## src/aimx_pkg.sv

```systemverilog
package aimx_pkg;
  // Register map, byte offsets
  localparam logic [3:0] SELECT_OFFSET  = 4'h0;
  localparam logic [3:0] CONTROL_OFFSET = 4'h4;
  localparam logic [3:0] STATUS_OFFSET  = 4'h8;
  // Selection field layout
  localparam int POS_CODE_LSB = 4;
  localparam int NEG_CODE_LSB = 0;
  localparam int CODE_W       = 4;
  localparam int SRC_W        = 16;
  // Reset values
  localparam logic [7:0] SELECT_RESET  = 8'h01;
  localparam logic [1:0] CONTROL_RESET = 2'h0;
  // Control bits
  localparam int CTRL_SEQ_BIT  = 0;
  localparam int CTRL_BIAS_BIT = 1;
  // Source codes
  localparam logic [3:0] CODE_CH7      = 4'h7;
  localparam logic [3:0] CODE_GROUND   = 4'h8;
  localparam logic [3:0] CODE_SUPPLY   = 4'h9;
  localparam logic [3:0] CODE_RESERVED = 4'ha;
  localparam logic [3:0] CODE_REF_POS  = 4'hb;
  localparam logic [3:0] CODE_REF_NEG  = 4'hc;
  localparam logic [3:0] CODE_DIODE_P  = 4'hd;
  localparam logic [3:0] CODE_DIODE_M  = 4'he;
  localparam logic [3:0] CODE_COMMON   = 4'hf;
  localparam logic [7:0] TEMP_PAIR     = 8'hde;
  // AXI responses
  localparam logic [1:0] RESP_OKAY   = 2'h0;
  localparam logic [1:0] RESP_SLVERR = 2'h2;
endpackage : aimx_pkg

```

## src/aimx_decode.sv

```systemverilog
`timescale 1ns/1ns
// One half of the dual selector: code to one-hot switch enables
module aimx_decode (
  // Clock and reset
  input  wire logic        clk_sys,
  input  wire logic        rst_sync_n,
  // Code in
  input  wire logic [3:0]  code,
  // Switch enables out, registered
  output logic      [15:0] switch_en
);
  logic [15:0] next_switch_en;

  // Reserved code opens every switch; shifting a one keeps 0..7 ascending
  always_comb
  begin
    next_switch_en = 16'h0001 << code;
    if (code == aimx_pkg::CODE_RESERVED)
      next_switch_en = 16'h0000;
  end

  // Registered so the analog switches never see decode glitches
  always_ff @(posedge clk_sys or negedge rst_sync_n)
  begin
    if (!rst_sync_n)
      switch_en <= 16'h0002;
    else
      switch_en <= next_switch_en;
  end
endmodule : aimx_decode

```

## src/aimx_select.sv

```systemverilog
`timescale 1ns/1ns
// Functional notes
// - Upper nibble picks non-inverting input source
// - Lower nibble picks inverting input source
// - Codes 0..7 select channels zero..seven
// - Codes select ground, supply, reference pins
// - Code 1111 selects internal common mode
// - Halves decode independently, same options
// - Sequence mode overrides register selection
// - Value 0xde places diode pair
// - Diodes selected: burnout off, diode bias on
module aimx_select (
  // Clock and reset
  input  wire logic        clk_sys,
  input  wire logic        rst_n,
  // AXI4-Lite write address
  input  wire logic [3:0]  s_axi_awaddr,
  input  wire logic        s_axi_awvalid,
  output logic             s_axi_awready,
  // AXI4-Lite write data
  input  wire logic [31:0] s_axi_wdata,
  input  wire logic [3:0]  s_axi_wstrb,
  input  wire logic        s_axi_wvalid,
  output logic             s_axi_wready,
  // AXI4-Lite write response
  output logic      [1:0]  s_axi_bresp,
  output logic             s_axi_bvalid,
  input  wire logic        s_axi_bready,
  // AXI4-Lite read address
  input  wire logic [3:0]  s_axi_araddr,
  input  wire logic        s_axi_arvalid,
  output logic             s_axi_arready,
  // AXI4-Lite read data
  output logic      [31:0] s_axi_rdata,
  output logic      [1:0]  s_axi_rresp,
  output logic             s_axi_rvalid,
  input  wire logic        s_axi_rready,
  // Sequencer, same clock domain
  input  wire logic [7:0]  seq_select,
  // Analog switch controls
  output logic      [15:0] pos_switch_en,
  output logic      [15:0] neg_switch_en,
  output logic             burnout_enable,
  output logic             diode_bias_enable
);
  logic       rst_meta_n;
  logic       rst_sync_n;
  logic [7:0] input_source_select;
  logic [1:0] control;
  logic       aw_held;
  logic       w_held;
  logic [3:0] aw_addr;
  logic [31:0] w_data;
  logic [3:0] w_strb;
  logic [7:0] active_select;
  logic       temp_selected;
  logic       do_write;

  // Reset released through two flops, asserted at once
  always_ff @(posedge clk_sys or negedge rst_n)
  begin
    if (!rst_n)
    begin
      rst_meta_n <= 1'b0;
      rst_sync_n <= 1'b0;
    end
    else
    begin
      rst_meta_n <= 1'b1;
      rst_sync_n <= rst_meta_n;
    end
  end

  // Channels ready while nothing of that kind is held and no write response is pending
  assign s_axi_awready = !aw_held && !s_axi_bvalid;
  assign s_axi_wready  = !w_held && !s_axi_bvalid;
  assign do_write      = aw_held && w_held && !s_axi_bvalid;

  // Address and data may arrive in either order
  always_ff @(posedge clk_sys or negedge rst_sync_n)
  begin
    if (!rst_sync_n)
    begin
      aw_held <= 1'b0;
      w_held  <= 1'b0;
      aw_addr <= 4'h0;
      w_data  <= 32'h0000_0000;
      w_strb  <= 4'h0;
    end
    else
    begin
      if (s_axi_awvalid && s_axi_awready)
      begin
        aw_held <= 1'b1;
        aw_addr <= s_axi_awaddr;
      end
      else if (do_write)
        aw_held <= 1'b0;
      if (s_axi_wvalid && s_axi_wready)
      begin
        w_held <= 1'b1;
        w_data <= s_axi_wdata;
        w_strb <= s_axi_wstrb;
      end
      else if (do_write)
        w_held <= 1'b0;
    end
  end

  // Register writes; only byte lane 0 carries bits
  always_ff @(posedge clk_sys or negedge rst_sync_n)
  begin
    if (!rst_sync_n)
    begin
      input_source_select <= aimx_pkg::SELECT_RESET;
      control             <= aimx_pkg::CONTROL_RESET;
    end
    else if (do_write && w_strb[0])
    begin
      if (aw_addr == aimx_pkg::SELECT_OFFSET)
        input_source_select <= w_data[7:0];
      else if (aw_addr == aimx_pkg::CONTROL_OFFSET)
        control <= w_data[1:0];
    end
  end

  // Write response; unmapped address gets SLVERR
  always_ff @(posedge clk_sys or negedge rst_sync_n)
  begin
    if (!rst_sync_n)
    begin
      s_axi_bvalid <= 1'b0;
      s_axi_bresp  <= aimx_pkg::RESP_OKAY;
    end
    else if (do_write)
    begin
      s_axi_bvalid <= 1'b1;
      if (aw_addr == aimx_pkg::SELECT_OFFSET ||
          aw_addr == aimx_pkg::CONTROL_OFFSET)
        s_axi_bresp <= aimx_pkg::RESP_OKAY;
      else
        s_axi_bresp <= aimx_pkg::RESP_SLVERR;
    end
    else if (s_axi_bready)
      s_axi_bvalid <= 1'b0;
  end

  // Read channel; one outstanding read, answer next cycle
  assign s_axi_arready = !s_axi_rvalid;

  always_ff @(posedge clk_sys or negedge rst_sync_n)
  begin
    if (!rst_sync_n)
    begin
      s_axi_rvalid <= 1'b0;
      s_axi_rdata  <= 32'h0000_0000;
      s_axi_rresp  <= aimx_pkg::RESP_OKAY;
    end
    else if (s_axi_arvalid && s_axi_arready)
    begin
      s_axi_rvalid <= 1'b1;
      s_axi_rresp  <= aimx_pkg::RESP_OKAY;
      case (s_axi_araddr)
        aimx_pkg::SELECT_OFFSET:
          s_axi_rdata <= {24'h000000, input_source_select};
        aimx_pkg::CONTROL_OFFSET:
          s_axi_rdata <= {30'h0, control};
        aimx_pkg::STATUS_OFFSET:
          s_axi_rdata <= {22'h0, diode_bias_enable, burnout_enable,
                          active_select};
        default:
        begin
          s_axi_rdata <= 32'h0000_0000;
          s_axi_rresp <= aimx_pkg::RESP_SLVERR;
        end
      endcase
    end
    else if (s_axi_rready)
      s_axi_rvalid <= 1'b0;
  end

  // Sequencer code replaces the register while sequencing
  assign active_select = control[aimx_pkg::CTRL_SEQ_BIT] ?
                         seq_select : input_source_select;

  // Either diode code on either half counts as the sensor selected
  assign temp_selected =
    active_select[7:4] == aimx_pkg::CODE_DIODE_P ||
    active_select[7:4] == aimx_pkg::CODE_DIODE_M ||
    active_select[3:0] == aimx_pkg::CODE_DIODE_P ||
    active_select[3:0] == aimx_pkg::CODE_DIODE_M;

  // Burnout gated, its config bit left untouched
  always_ff @(posedge clk_sys or negedge rst_sync_n)
  begin
    if (!rst_sync_n)
    begin
      burnout_enable    <= 1'b0;
      diode_bias_enable <= 1'b0;
    end
    else
    begin
      burnout_enable    <= control[aimx_pkg::CTRL_BIAS_BIT] &&
                           !temp_selected;
      diode_bias_enable <= temp_selected;
    end
  end

  // Two identical decoders, one per converter input
  aimx_decode u_pos (
    .clk_sys    (clk_sys),
    .rst_sync_n (rst_sync_n),
    .code       (active_select[7:4]),
    .switch_en  (pos_switch_en)
  );

  aimx_decode u_neg (
    .clk_sys    (clk_sys),
    .rst_sync_n (rst_sync_n),
    .code       (active_select[3:0]),
    .switch_en  (neg_switch_en)
  );
endmodule : aimx_select

```

## config.mk

```make
export PLATFORM = sky130hd
export DESIGN_NAME = aimx_select
export DESIGN_NICKNAME = d
export VERILOG_FILES = /design/src/aimx_pkg.sv /design/src/aimx_decode.sv /design/src/aimx_select.sv
export SDC_FILE = /design/constraint.sdc
export NUM_CORES = 1
export LEC_CHECK = 0
export BUFFER_PORTS_ARGS = -buffer_cell sky130_fd_sc_hd__clkbuf_2
export CORE_MARGIN = 2
export CORE_UTILIZATION = 49
export CTS_CLUSTER_SIZE = 30
export DETAILED_ROUTE_END_ITERATION = 6
export PLACE_DENSITY = 0.86
export SYNTH_ARGS = -nofsm -noshare
export SYNTH_HDL_FRONTEND = slang
export SYNTH_HIERARCHICAL = 1
export SYNTH_SLANG_ARGS = --single-unit
```

## constraint.sdc

```tcl
create_clock -name clk_sys -period 3.14 [get_ports clk_sys]
set_clock_uncertainty 0.15 [all_clocks]
set_input_delay 0.314 -clock clk_sys [delete_from_list [all_inputs] [get_ports clk_sys]]
set_output_delay 0.314 -clock clk_sys [all_outputs]
set_load 0.01 [all_outputs]
```

==> results.md <==
- Number of global-route vias before repair: 2,026
- Starting density of the core: between 50 and 60%
- Final setup TNS: 0 ns
- Yosys warns: 6
- Leading cell types by count after synthesis: dfrtp_1 (72), mux2_1 (29), buf_4 (24), nand2_1 (15), o21ai_1 (12)
- Setup Crit Path Kind: register to register
- Largest net degree at the start of global routing: 33
- Final hold slack: between 0.04 and 0.05 ns
- Measured slew at the worst slew-check pin: ~0.65 ns
- Synth Register Bits: 75
- Slew Limit Fails: 0
- Gpl congestion: 0.721
- Worst Hold Class: input pin to register
- Peak VDD IR: approximately 410 uV
- Element type at the critical path start: register
- Critical path peak fanout: 20
- Number of fill cells in the layout: between 500 and 600
- Arr. time, crit path: 2.07 ns
- Drt wl/cell: 13.7 um
- Port Buffers: 82
- Clock transition at path regs: 0.07 ns
- Final #Nets: 400
- Cts bufs inserted: 9
- Largest area contributor in the netlist: dfrtp_1
- Max layer used: met4
- Sequential-to-total area share from yosys stat: around 54%
- Met2 wire len: 2.95 mm
- Num rows: 30
- Detailed Place HPWL: ~4.5 mm
- Min Tclk post-route: 2.01 ns
- Synth Flop Type: dfrtp_1
- DRT Wirelength: approximately 6.1 mm
- Clk_lat worst skew: around 0.34 ns
- Die Height: about 88 um
- CTS root buf: clkbuf_8
- Routed vias/inst: between 4 and 5
- # clock sinks: 75
- Final setup viols: 0
- Htree depth: 3
- Post-synth top area share: 51.7%
- Cell count after synthesis: 256
- Lkg Pwr: 2.02 nW
- Die Width: 88.3 um
- CTS tree: done
- Layout cell share with drive strength beyond 1: a little over a third
- Power after layout: around 3 mW
- Power per Cell Area: around 750 mW/mm^2
- DR iter-0 viols: roughly 130
- Drt drc: 0
- CP endpoint kind: register
- Die ar.: roughly 0.0078 mm^2
- Headroom to the max-slew limit: between 50% and 60%
- Overall Global Routing Usage: between 10% and 20%
- IO Pins: around 130
- Gr ovfl total: 0
- Peak Freq: 498 MHz
- Initial antenna violation count: 0
- Unrepaired setup endpoints after global routing: no
- Ys async rst share: between 90% and 100%
- Crit share post-route: a little under two thirds
- CTS Buffer Depth: 2
- First drt pass iteration count: 4
- Syn Area/Cell: 13.6 um^2
- CORE AREA: 0.00683 mm^2
- Vias: approximately 2,200
- Diodes inserted: 0
- First-pass GRT wire length: approximately 9.6 mm
- Most common cell in the netlist: dfrtp_1
- Post-route antenna net violation count: 0
- Syn-to-layout area delta: 15.6%
- Post-Syn Area: between 0.003 and 0.004 mm^2
- EDFF count, synth: 0
- Hold Violations, Final: 0
- M1 wire length: 2.66 mm
- Met3 WL: 342 um
- Unique cell type count in the Yosys netlist: 44
- Outcome: complete, no violations
- Synth top area cells: dfrtp_1 (52%), mux2_1 (9.4%), nor4b_4 (6.1%)
- Critical Path RT: ~3.2 ns
- # Max-Cap Violations: 0
metal layers:
layer  vias to the layer above  track usage (%)
met5                         -                0
met4                         0             5.92
met3                         9             5.69
met2                        67             25.4
met1                      1044             20.6
li1                       1043                -
kinds of logic (layout without fill, tap and decap cells):
logic type / Yosys count / after routing / synth area share, %
and+or+nand+nor: 70 / 70 / 20.0
muxes: 29 / 29 / 9.37
xor gates and xnor gates: 2 / 2 / 0.503
AOI/OAI and AO/OA: 34 / 34 / 6.50
DFF: 75 / 75 / 53.9
other: 4 / 27 / 0.431
buffers and inverters: 42 / 109 / 9.22
path summary, 6_finish.rpt:
kind / cells past startpoint / slack [ns] / endpoint / from
worst min register to register: 0 / 0.15 / u_pos/switch_en[10]$_DFF_PN0_ / rst_sync_n$_DFF_PN0_
max in group asynchronous: 1 / 1.83 / u_neg/switch_en[1]$_DFF_PN1_ / rst_sync_n$_DFF_PN0_
worst min-delay path: 2 / 0.04 / w_data[1]$_DFFE_PN0P_ / s_axi_wdata[1]
worst max-delay path: 3 / 1.13 / s_axi_rdata[4]$_DFFE_PN0P_ / control[0]$_DFFE_PN0P_
worst max register to register: 3 / 1.13 / s_axi_rdata[4]$_DFFE_PN0P_ / control[0]$_DFFE_PN0P_
min in group asynchronous: 2 / 0.14 / rst_meta_n$_DFF_PN0_ / rst_n
power by group:
part	switching [mW]	internal [mW]	total (mW)
Combinational	0.533	0.451	0.983
Clock	0.316	0.330	0.646
Sequential	0.181	1.22	1.40
Total	1.03	2.00	3.03
flip-flops by register name, indices dropped and copies added, names as in the netlist, 2 cells and up:
register             count
aw_addr                  4
control                  2
s_axi_rdata             10
u_pos/switch_en         16
input_source_select      8
u_neg/switch_en         16
w_data                   8
cell type report:
| cell class | instances | area, um^2 | area share [%] |
|---|---|---|---|
| Multi-Input combinational cell | 162 | 1370 | 34.0 |
| Tap cell | 96 | 120 | 2.98 |
| Sequential cell | 75 | 1880 | 46.7 |
| Inverter | 5 | 18.8 | 0.466 |
| Clock inverter | 2 | 12.5 | 0.311 |
| Clock buffer | 14 | 163 | 4.04 |
| Timing Repair Buffer | 88 | 463 | 11.5 |
per-stage QoR:
stage               setup slack, ns  cell area [um^2]  utilization [%]  cells
finish                         1.13              4030             59.0    442
global route                  0.983              4030             59.0    442
CTS                            1.16              4030             59.0    442
detailed placement             1.17              3820             56.0    423
global placement               1.21              3820             56.0    423
floorplan                     0.752              3570                -    279
timing repair:
item | CTS | global route
buffers inserted | 0 | 0
hold buffers | 3 | 0
endpoints found under the hold margin | 4 | 0
gates resized for setup | 0 | 0
layout by cell type (no fill, tap or decap), types with 4 or more instances in the layout:
master / instances
clkbuf_2: 82
dfrtp_1: 71
mux2_1: 29
conb_1: 27
nand2_1: 15
o21ai_1: 13
clkbuf_8: 11
nor4b_4: 9
and4b_1: 8
and4bb_1: 8
a22oi_1: 6
inv_1: 5
nor2_1: 5
nand3b_1: 4
worst max-delay path: stages (launching register included):
cell and delay, ns:
dfrtp_1 0.71, mux2_1 0.63, a22oi_1 0.31, o21ai_1 0.08
Note: power is estimated with default switching activity, not from simulation.
